`src/fbtep_pkg.sv`:
```
// Constants shared by the bank-two program/erase and protect logic
package fbtep_pkg;
	// Register map
	localparam logic [15:0] CTRL_ADDR = 16'hfe08;
	localparam logic [15:0] PROT_ADDR = 16'hff81;
	localparam logic [15:0] STAT_ADDR = 16'hfe0a;
	// Control register field positions
	localparam int PGM_BIT = 0;
	localparam int ERASE_BIT = 1;
	localparam int MASS_BIT = 2;
	localparam int HIGH_VOLTAGE_ENABLE_BIT = 3;
	localparam logic [7:0] CTRL_RESET = 8'h00;
	// Status register field positions
	localparam int STANDBY_BIT = 0;
	localparam int TARGET_BIT = 1;
	localparam int REFUSED_BIT = 2;
	// Protect byte decoding
	localparam logic [7:0] PROT_OPEN = 8'hff;
	localparam int PROT_LSB = 7;
	localparam int PROT_MSB = 14;
	localparam logic [15:0] ARRAY_END = 16'h7fff;
	// Page and row organisation
	localparam int ROW_LSB = 6;
	localparam int PAGE_LSB = 7;
	localparam logic [15:0] ROW_BYTES = 16'h0040;
	localparam logic [15:0] PAGE_BYTES = 16'h0080;
	// User regions of the array
	localparam logic [15:0] REG0_LO = 16'h0462;
	localparam logic [15:0] REG0_HI = 16'h04ff;
	localparam logic [15:0] REG1_LO = 16'h0980;
	localparam logic [15:0] REG1_HI = 16'h1b7f;
	localparam logic [15:0] REG2_LO = 16'h1e20;
	localparam logic [15:0] REG2_HI = 16'h7fff;
	// Answer to unmapped reads
	localparam logic [7:0] UNMAPPED_DATA = 8'h00;
endpackage

```
`src/fbtep_prot_if.sv`:
```
// Address and protect-byte signals between the controller and its decoders
`timescale 1ns/1ps
interface fbtep_prot_if;
	logic [15:0] addr;
	logic [7:0] protect_byte;
	logic [15:0] start_addr;
	logic addr_protected;
	logic mass_blocked;
	logic in_array;
	modport chk (input addr, input protect_byte, output start_addr, output addr_protected, output mass_blocked);
	modport dec (input addr, output in_array);
	modport user (output addr, output protect_byte, input start_addr, input addr_protected, input mass_blocked,
		input in_array);
endinterface

```
`src/fbtep_prot_chk.sv`:
```
// Protect byte to start address and protected-range check
`timescale 1ns/1ps
module fbtep_prot_chk (
	// Decoder side
	fbtep_prot_if.chk ifc
);
	// Byte lands on address bits 14..7, others zero
	assign ifc.start_addr = {1'b0, ifc.protect_byte, {fbtep_pkg::PROT_LSB{1'b0}}};
	// Start up to last location; all ones leaves everything open
	assign ifc.addr_protected = (ifc.protect_byte != fbtep_pkg::PROT_OPEN) &&
		(ifc.addr >= ifc.start_addr) && (ifc.addr <= fbtep_pkg::ARRAY_END);
	assign ifc.mass_blocked = (ifc.protect_byte != fbtep_pkg::PROT_OPEN);
endmodule

```
`src/fbtep_region_dec.sv`:
```
// Decodes whether an address falls inside one of the three user regions
`timescale 1ns/1ps
module fbtep_region_dec (
	// Decoder side
	fbtep_prot_if.dec ifc
);
	// Array is not contiguous
	assign ifc.in_array = ((ifc.addr >= fbtep_pkg::REG0_LO) && (ifc.addr <= fbtep_pkg::REG0_HI)) ||
		((ifc.addr >= fbtep_pkg::REG1_LO) && (ifc.addr <= fbtep_pkg::REG1_HI)) ||
		((ifc.addr >= fbtep_pkg::REG2_LO) && (ifc.addr <= fbtep_pkg::REG2_HI));
endmodule

```
`src/fbtep_ctrl.sv`:
```
// Bank-two program/erase control with block protection and low-power standby
`timescale 1ns/1ps
// What this block does
// - Wait or stop during program/erase suspends it into standby.
// - In standby every control line to the array is inactive.
// - Erased cells read one, programmed cells read zero.
// - Pages of two 64-byte rows; erase per page, program per row.
// - Three user regions; control and protect registers at fixed addresses.
// - High-voltage enable sets only with program or erase and proper sequence.
// - Mass bit selects whole-array erase, else page erase; read/write.
// - Program and erase bits are never both one.
// - Protect byte lives in bank one, altered only by its sequence.
// - Protect byte is start address bits 14..7, other bits zero.
// - Protection runs from start address to end of array.
// - Each decrement adds one page; first step from all ones adds two.
// - All zeros protects everything; all ones protects nothing.
// - High voltage refused for targets inside the protected range.
// - Mass erase selected before the target write is blocked unless the protect byte is all ones.
// - Vector page erase also erases protect bytes unless bank one protects it.
module fbtep_ctrl (
	// Clock and reset
	input wire logic i_core_clk,
	input wire logic i_rst_n,
	// Register bus
	input wire logic [15:0] i_addr,
	input wire logic [7:0] i_wdata,
	input wire logic i_wr_stb,
	input wire logic i_rd_stb,
	output logic [7:0] o_rdata,
	// Processor power modes
	input wire logic i_wait_mode,
	input wire logic i_stop_mode,
	// Protect byte held in bank one
	input wire logic [7:0] i_protect_byte,
	input wire logic i_bank_one_vector_erase,
	input wire logic i_bank_one_vector_protected,
	// Array side
	input wire logic [7:0] i_array_rdata,
	output logic o_pump_on,
	output logic o_hv_array,
	output logic o_erase_active,
	output logic o_mass_active,
	output logic o_prog_active,
	output logic [15:0] o_target_addr,
	output logic o_prog_stb,
	output logic [15:0] o_prog_addr,
	output logic [7:0] o_prog_data,
	output logic o_protect_bytes_erase
);
	typedef enum logic [2:0] {
		SEQ_IDLE,
		SEQ_SELECTED,
		SEQ_PROT_READ,
		SEQ_TARGET,
		SEQ_HV,
		SEQ_STANDBY
	} fbtep_seq_t;

	typedef struct packed {
		fbtep_seq_t seq;
		logic high_voltage_enable;
		logic mass;
		logic erase;
		logic program_select;
		logic refused;
		logic [15:0] target;
		logic prog_stb;
		logic [15:0] prog_addr;
		logic [7:0] prog_data;
		logic [7:0] rdata;
	} fbtep_state_t;

	fbtep_state_t st_reg;
	fbtep_state_t st_next;
	fbtep_prot_if ifc ();

	logic low_power;
	logic wr_ctrl;
	logic wr_stat;
	logic rd_prot;
	logic wr_array;
	logic active;
	logic target_ok;
	logic row_match;
	logic [7:0] ctrl_view;
	logic [7:0] stat_view;
	logic [15:0] page_base;
	logic [15:0] row_base;

	assign ifc.addr = i_addr;
	assign ifc.protect_byte = i_protect_byte;

	fbtep_prot_chk u_prot_chk (
		.ifc (ifc.chk)
	);

	fbtep_region_dec u_region_dec (
		.ifc (ifc.dec)
	);

	// Bus decode
	assign low_power = i_wait_mode | i_stop_mode;
	assign wr_ctrl = i_wr_stb && (i_addr == fbtep_pkg::CTRL_ADDR);
	assign wr_stat = i_wr_stb && (i_addr == fbtep_pkg::STAT_ADDR);
	assign rd_prot = i_rd_stb && (i_addr == fbtep_pkg::PROT_ADDR);
	assign wr_array = i_wr_stb && ifc.in_array;
	assign page_base = i_addr & ~(fbtep_pkg::PAGE_BYTES - 16'h0001);
	assign row_base = i_addr & ~(fbtep_pkg::ROW_BYTES - 16'h0001);
	assign row_match = (row_base == st_reg.target);
	// Whole-array erase checks the byte, otherwise the target address
	assign target_ok = (st_reg.erase && st_reg.mass) ? !ifc.mass_blocked : !ifc.addr_protected;

	always_comb begin
		ctrl_view = fbtep_pkg::CTRL_RESET;
		ctrl_view[fbtep_pkg::HIGH_VOLTAGE_ENABLE_BIT] = st_reg.high_voltage_enable;
		ctrl_view[fbtep_pkg::MASS_BIT] = st_reg.mass;
		ctrl_view[fbtep_pkg::ERASE_BIT] = st_reg.erase;
		ctrl_view[fbtep_pkg::PGM_BIT] = st_reg.program_select;
		stat_view = 8'h00;
		stat_view[fbtep_pkg::STANDBY_BIT] = (st_reg.seq == SEQ_STANDBY);
		stat_view[fbtep_pkg::TARGET_BIT] = (st_reg.seq == SEQ_TARGET) || (st_reg.seq == SEQ_HV);
		stat_view[fbtep_pkg::REFUSED_BIT] = st_reg.refused;
	end

	always_comb begin
		st_next = st_reg;
		st_next.prog_stb = 1'b0;
		st_next.rdata = fbtep_pkg::UNMAPPED_DATA;
		// Clear first so a refusal in the same cycle wins
		if (wr_stat && i_wdata[fbtep_pkg::REFUSED_BIT]) begin
			st_next.refused = 1'b0;
		end
		if (wr_ctrl) begin
			// Both requested together: keep the previous pair
			if (!(i_wdata[fbtep_pkg::PGM_BIT] && i_wdata[fbtep_pkg::ERASE_BIT])) begin
				st_next.program_select = i_wdata[fbtep_pkg::PGM_BIT];
				st_next.erase = i_wdata[fbtep_pkg::ERASE_BIT];
			end
			st_next.mass = i_wdata[fbtep_pkg::MASS_BIT];
			if (!i_wdata[fbtep_pkg::HIGH_VOLTAGE_ENABLE_BIT]) begin
				st_next.high_voltage_enable = 1'b0;
			end else if ((st_reg.seq == SEQ_TARGET) && (st_next.program_select || st_next.erase) && !low_power) begin
				st_next.high_voltage_enable = 1'b1;
			end
		end
		case (st_reg.seq)
			SEQ_IDLE: begin
				if (st_reg.program_select || st_reg.erase) begin
					st_next.seq = SEQ_SELECTED;
				end
			end
			SEQ_SELECTED: begin
				if (rd_prot) begin
					st_next.seq = SEQ_PROT_READ;
				end
			end
			SEQ_PROT_READ: begin
				if (wr_array) begin
					if (target_ok) begin
						// Erase latches the page, program the row
						st_next.target = st_reg.program_select ? row_base : page_base;
						st_next.seq = SEQ_TARGET;
					end else begin
						st_next.refused = 1'b1;
					end
				end
			end
			SEQ_TARGET: begin
				if (st_next.high_voltage_enable) begin
					st_next.seq = SEQ_HV;
				end
			end
			SEQ_HV: begin
				if (wr_array && st_reg.program_select && st_reg.high_voltage_enable) begin
					// A byte outside the latched row fails
					if (row_match) begin
						st_next.prog_stb = 1'b1;
						st_next.prog_addr = i_addr;
						st_next.prog_data = i_wdata;
					end else begin
						st_next.refused = 1'b1;
					end
				end
				if (!st_next.high_voltage_enable) begin
					st_next.seq = SEQ_IDLE;
				end
			end
			SEQ_STANDBY: begin
				if (!low_power) begin
					st_next.seq = SEQ_IDLE;
				end
			end
			default: begin
				st_next.seq = SEQ_IDLE;
			end
		endcase
		// Deselecting before high voltage abandons the sequence
		if (!st_next.program_select && !st_next.erase && !st_next.high_voltage_enable && (st_next.seq != SEQ_STANDBY)) begin
			st_next.seq = SEQ_IDLE;
		end
		// Wait or stop during an operation suspends it
		if (low_power && (st_reg.seq != SEQ_IDLE)) begin
			st_next.seq = SEQ_STANDBY;
			st_next.high_voltage_enable = 1'b0;
			st_next.prog_stb = 1'b0;
		end
		if (i_rd_stb) begin
			if (i_addr == fbtep_pkg::CTRL_ADDR) begin
				st_next.rdata = ctrl_view;
			end else if (i_addr == fbtep_pkg::STAT_ADDR) begin
				st_next.rdata = stat_view;
			end else if (i_addr == fbtep_pkg::PROT_ADDR) begin
				st_next.rdata = i_protect_byte;
			end else if (ifc.in_array) begin
				// Cells pass unchanged: erased one, programmed zero
				st_next.rdata = i_array_rdata;
			end
		end
	end

	always_ff @(posedge i_core_clk or negedge i_rst_n) begin
		if (!i_rst_n) begin
			st_reg <= '0;
		end else begin
			st_reg <= st_next;
		end
	end

	// Array controls, all dropped in standby
	assign active = (st_reg.seq != SEQ_STANDBY) && !low_power;
	assign o_pump_on = st_reg.high_voltage_enable && active;
	assign o_hv_array = st_reg.high_voltage_enable && active;
	assign o_erase_active = st_reg.erase && active;
	assign o_mass_active = st_reg.erase && st_reg.mass && active;
	assign o_prog_active = st_reg.program_select && active;
	assign o_target_addr = st_reg.target;
	assign o_prog_stb = st_reg.prog_stb;
	assign o_prog_addr = st_reg.prog_addr;
	assign o_prog_data = st_reg.prog_data;
	assign o_rdata = st_reg.rdata;
	// Unprotected vector page erase wipes both protect bytes
	assign o_protect_bytes_erase = i_bank_one_vector_erase && !i_bank_one_vector_protected;
endmodule

```
`config.mk`:
```
export PLATFORM = sky130hd
export DESIGN_NAME = fbtep_ctrl
export DESIGN_NICKNAME = d
export VERILOG_FILES = /design/src/fbtep_pkg.sv /design/src/fbtep_prot_if.sv /design/src/fbtep_prot_chk.sv /design/src/fbtep_region_dec.sv /design/src/fbtep_ctrl.sv
export SDC_FILE = /design/constraint.sdc
export NUM_CORES = 1
export LEC_CHECK = 0
export ABC_AREA = 1
export BUFFER_PORTS_ARGS = -buffer_cell sky130_fd_sc_hd__clkbuf_2
export CORE_MARGIN = 2
export CORE_UTILIZATION = 53
export CTS_CLUSTER_SIZE = 25
export DETAILED_ROUTE_END_ITERATION = 12
export GPL_ROUTABILITY_DRIVEN = 1
export PLACE_DENSITY = 0.91
export SLEW_MARGIN = 30
export SYNTH_ARGS = -nofsm -noshare
export SYNTH_HDL_FRONTEND = slang
export SYNTH_HIERARCHICAL = 1
export SYNTH_SLANG_ARGS = --single-unit
```
`constraint.sdc`:
```
create_clock -name i_core_clk -period 2 [get_ports i_core_clk]
set_input_delay 0.3 -clock i_core_clk [delete_from_list [all_inputs] [get_ports i_core_clk]]
set_output_delay 0.3 -clock i_core_clk [all_outputs]
set_load 0.02 [all_outputs]
```
After elaboration in Yosys (flattened, before gate mapping)
Index checks and enable logic that the tools add are counted.
{"block": "totals", "wordCells": 106, "regBits": 57, "out_inout_bits": 55}
{"block": "op_classes", "order_cmp": 7, "bitwise_logic": 1, "eq_ne": 12, "n_mux": 33, "n_reduce_logical": 42}
{"operator": "25-bit 2-to-1 mux", "count": 3}
{"operator": "16-bit equality test, second input constant", "count": 3}
{"operator": "8-bit 2-to-1 mux", "count": 5}
{"operator": "1-bit logical AND", "count": 26}
{"operator": "3-bit 2-to-1 mux", "count": 8}
{"operator": "3-bit case mux with 6 select lines", "count": 1}
{"operator": "17-bit 2-to-1 mux", "count": 1}
{"operator": "16-bit equality test", "count": 1}
{"operator": "16-bit by 11-bit >= comparator with 1-bit output, second input constant", "count": 1}
{"operator": "16-bit by 12-bit >= comparator with 1-bit output, second input constant", "count": 1}
{"operator": "16-bit by 13-bit >= comparator with 1-bit output, second input constant", "count": 1}
{"operator": "16-bit by 15-bit >= comparator with 1-bit output", "count": 1}
{"operator": "16-bit by 11-bit less-or-equal comparator with 1-bit output, second input constant", "count": 1}
{"operator": "16-bit by 13-bit less-or-equal comparator with 1-bit output, second input constant", "count": 1}
{"operator": "16-bit by 15-bit less-or-equal comparator with 1-bit output, second input constant", "count": 1}
{"operator": "16-bit 2-to-1 mux", "count": 1}
{"operator": "1-bit 2-to-1 mux", "count": 8}
{"operator": "4-bit 2-to-1 mux", "count": 2}
{"operator": "8-bit inequality test, second input constant", "count": 1}
{"operator": "1-bit logical NOT", "count": 7}
{"operator": "7-bit 2-to-1 mux", "count": 1}
{"operator": "3-bit by 2-bit equality test with 1-bit output, second input constant", "count": 2}
{"operator": "3-bit equality test, second input constant", "count": 2}
{"operator": "3-bit inequality test, second input constant", "count": 2}
{"operator": "8 further kinds", "count": 14}

Logic depth before layout (Yosys ltp)
{"block": "depth", "ltp_word": 15, "depth_mapped": 17, "ltp_nobuf": 17}

Hierarchy
The synthesis kept the hierarchy.
{"mod": "fbtep_ctrl", "area_per_inst_um2": 2987.9, "seq_area_each_um2": 1276.2, "instances": 1, "cells_each": 387}
{"mod": "fbtep_prot_chk", "area_per_inst_um2": 434.2, "seq_area_each_um2": 0.0, "instances": 1, "cells_each": 75}
{"mod": "fbtep_region_dec", "area_per_inst_um2": 216.5, "seq_area_each_um2": 0.0, "instances": 1, "cells_each": 50}

Worst setup path before layout
Ideal clock, no wire load.
{"block": "synth_timing", "path_type": "input port to flip-flop", "start": "in i_protect_byte[7]", "end": "reg st_reg, in the netlist o_target_addr[7]", "path_stages": 14, "setup_slack_ns": -0.051, "arrival_ns": 1.926, "path_cell_list": "inv_1 -> ha_1 -> inv_1 -> nor2_1 -> nand3b_1 -> nor2_1 -> nand2_1 -> a21oi_2 -> inv_1 -> nand2_1 -> o21ai_1 -> nand2_1 -> buf_2 -> mux2_2"}
{"block": "synth_via", "elab_chain_cells": 6}
{"element": "from (decl)", "line_no": "fbtep_ctrl.sv:34", "text": "input wire logic [7:0] i_protect_byte,"}
{"element": "16-bit by 15-bit >= comparator with 1-bit output / 8-bit inequality test (equally long branches)", "line_no": "fbtep_prot_chk.sv:11, fbtep_prot_chk.sv:10"}
{"element": "1-bit logical AND (*)", "line_no": "fbtep_prot_chk.sv:10", "text": "assign ifc.addr_protected = (ifc.protect_byte != fbtep_pkg::PROT_OPEN) &&"}
{"element": "1-bit logical AND (*)", "line_no": "fbtep_prot_chk.sv:11", "text": "(ifc.addr >= ifc.start_addr) && (ifc.addr <= fbtep_pkg::ARRAY_END);"}
{"element": "net ifc.addr_protected", "line_no": "fbtep_prot_if.sv:7", "text": "logic addr_protected;"}
{"element": "1-bit logical NOT (*)", "line_no": "fbtep_ctrl.sv:111", "text": "assign target_ok = (st_reg.erase && st_reg.mass) ? !ifc.mass_blocked : !ifc.addr_protected;"}
{"element": "1-bit 2-to-1 mux (*)", "line_no": "fbtep_ctrl.sv:111"}
{"element": "3-bit AND reduction (no line) (*)"}
{"element": "to (signal assigned)", "line_no": "fbtep_ctrl.sv:225", "text": "st_reg <= st_next;"}
{"element": "to (decl)", "line_no": "fbtep_ctrl.sv:73", "text": "fbtep_state_t st_reg;"}
Mark *: on every way through the listed nets, which the timed path passes. The rest lies on a longest branch.
A chain may end at the register's enable or synchronous reset.

==> flow_summary.ini <==
[power_and_ir_drop]
switching_share = 0.276
power_density_nw_per_um2 = 488
pwr-share-clk = 0.302
power.leakage_nw = 2.44
p_int_w = 0.00145
switchingPower_w = 0.000553
ir_worst_vdd_mv = 0.346
power.share.combinational = 0.175
p_seq_frac = 0.523

[clock_tree]
cts_tree = yes
root_buffer = clkbuf_8
clk_pin_slew_ns = 0.09
cts-buffers-inserted = 5
clkSinkCount = 51
clock_latency_ns = 0.31
cts_max_level = 2
clock_path_buffers = 2

[worst_setup_path]
cp_top_family = simple AND/OR/NAND/NOR gates
critPathMaxFanout = 11
cp-startpoint = i_addr[7]
cp_cell_sequence = clkbuf_2 -> inv_1 -> ha_1 -> nand2_1 -> nor2_1 -> nand2_1 -> nand2_1 -> nand2_1 -> a21oi_2 -> inv_1 -> nand2_1 -> o21ai_1 -> nand2_4 -> nand3_1 -> a21oi_1 -> nand2_1 -> nand2_1 -> nand2_1
worst-path-buf-inv = 3
r2r_slack_ns = 0.31
cp.arrival_ns = 2.06
startpoint_type = input pin
slowest_delay_ns = 0.27
cp_common_cell = nand2_1
cp-end-kind = flip-flop
slowest_stage = ha_1
timing.rr.start = o_target_addr[15]$_DFFE_PN0P_
reg2reg_to = o_prog_addr[10]$_DFFE_PN0P_
critPathKind = in2reg
required_ns = 2.20
ff2ff_path_depth = 7

[die]
die_y_um = 85.4
start_util = 0.550
die_width_um = 85.4
row_count = 29
core-area_um2 = 6390
die-area_um2 = 7300
io_pins = 103

[timing]
hold_ws_ns = 0.0911
slew_violations = 0
setup_viol_count_final = 0
min_period_ns = 1.86
worst_clock_skew_ns = 0.0105
fmax_ghz = 0.537
hold_viol_final = 0
rsz0062_at_grt = false
worst_slew_margin_rel = 0.561
min_period_over_period = 0.931
worst_slack_ns = 0.139
worstMarginPinSlew_ns = 0.659

[layout]
nNetsFinal = 639
syn_to_final_growth_pct = 16.6
drive_above_1_share = 0.281
diodes = 0
largest_reg_flops = 16

[synth]
ys.warnings.count = 6
syn_avg_cell_area_um2 = 7.10
syn-instance-count = 495
syn_area_um2 = 3510

[detailed_routing]
vias = 3410
totalWireLength_um = 8890
drt_first_pass_iters = 5
drc = 0
via_per_inst = 5.17
ant_nets = 0
wl_per_cell_um = 13.5
drt_iter0_drc = 214

[global_route]
grt_overflow = 0
grt_first_pass_wirelength_um = 14900
grt_pass1_vias = 3399
grt_antenna_before_repair = 0
grt_max_degree = 52
track_usage = 0.254

[place]
place_congestion = 0.907
numPortBuffers = 96
hpwl_um = 6970
pre_cts_slack_ns = -0.220

[hold_path]
holdCritPathClass = in2async

[run_status]
status = finished, final reports clean

[run]
maxCapViolations = 0
==> how the worst max path moves through the flow <==
stage / slack (ns) / cells past startpoint / to
global route: 0.01 / 18 / st_reg[54]$_DFF_PN0_
detailed placement: -0.22 / 18 / st_reg[54]$_DFF_PN0_
finish: 0.14 / 18 / st_reg[54]$_DFF_PN0_
CTS: 0.09 / 18 / st_reg[54]$_DFF_PN0_
global placement: -0.13 / 18 / st_reg[54]$_DFF_PN0_
floorplan: 0.03 / 14 / o_target_addr[7]$_DFFE_PN0P_
==> layer usage <==
layer / GRT usage / wire length [um] / up-vias
met5: 0 / 0 / -
met2: 0.424 / 4330 / 129
met4: 0.111 / 197 / 0
met1: 0.322 / 3780 / 1584
met3: 0.0477 / 578 / 18
li1: - / - / 1679
==> what timing repair did <==
| action | in CTS | in global routing |
|---|---|---|
| buffers inserted | 0 | 2 |
| setup endpoints to repair | 0 | 31 |
| hold buffers | 0 | 0 |
| gates resized for setup | 0 | 3 |
==> per-stage QoR <==
step	total power [W]	cells	setup TNS [ns]	util	cell area [um2]
global placement	0.00140	651	-3.10	0.624	3980
detailed placement	0.00141	651	-4.19	0.624	3980
global route	0.00210	660	0	0.642	4100
floorplan	0.00124	500	0	-	3540
finish	0.00200	660	0	0.642	4100
CTS	0.00200	658	0	0.638	4070
==> placed cells by master (no fill, tap or decap), types with 6 or more instances in the layout <==
cell type / count
a21oi_1: 8
dfrtp_1: 51
nor2_1: 41
nand3_1: 22
nand2_1: 145
conb_1: 6
o21ai_0: 38
buf_4: 36
nand4_1: 9
nor3_1: 6
clkbuf_2: 96
clkbuf_8: 6
inv_1: 65
ha_1: 8
==> final cells by class <==
cell class / instances / area [um2]
fillers: 576 / 2290
multi-input cells: 326 / 1600
flip-flops and latches: 51 / 1280
repair buffers: 134 / 791
inverters: 65 / 244
well taps: 77 / 96.3
clock buffers: 6 / 82.6
clock inverters: 1 / 5.00
==> power by group through the flow <==
stage	clock network (W)	registers (W)	logic, W
after global routing	0.000659	0.00105	0.000390
after floorplan	0	0.00106	0.000177
after CTS	0.000613	0.00105	0.000346
final	0.000605	0.00105	0.000351
after detailed placement	0	0.00107	0.000344
after global placement	0	0.00107	0.000331
Note: power is estimated with default switching activity, not from simulation.
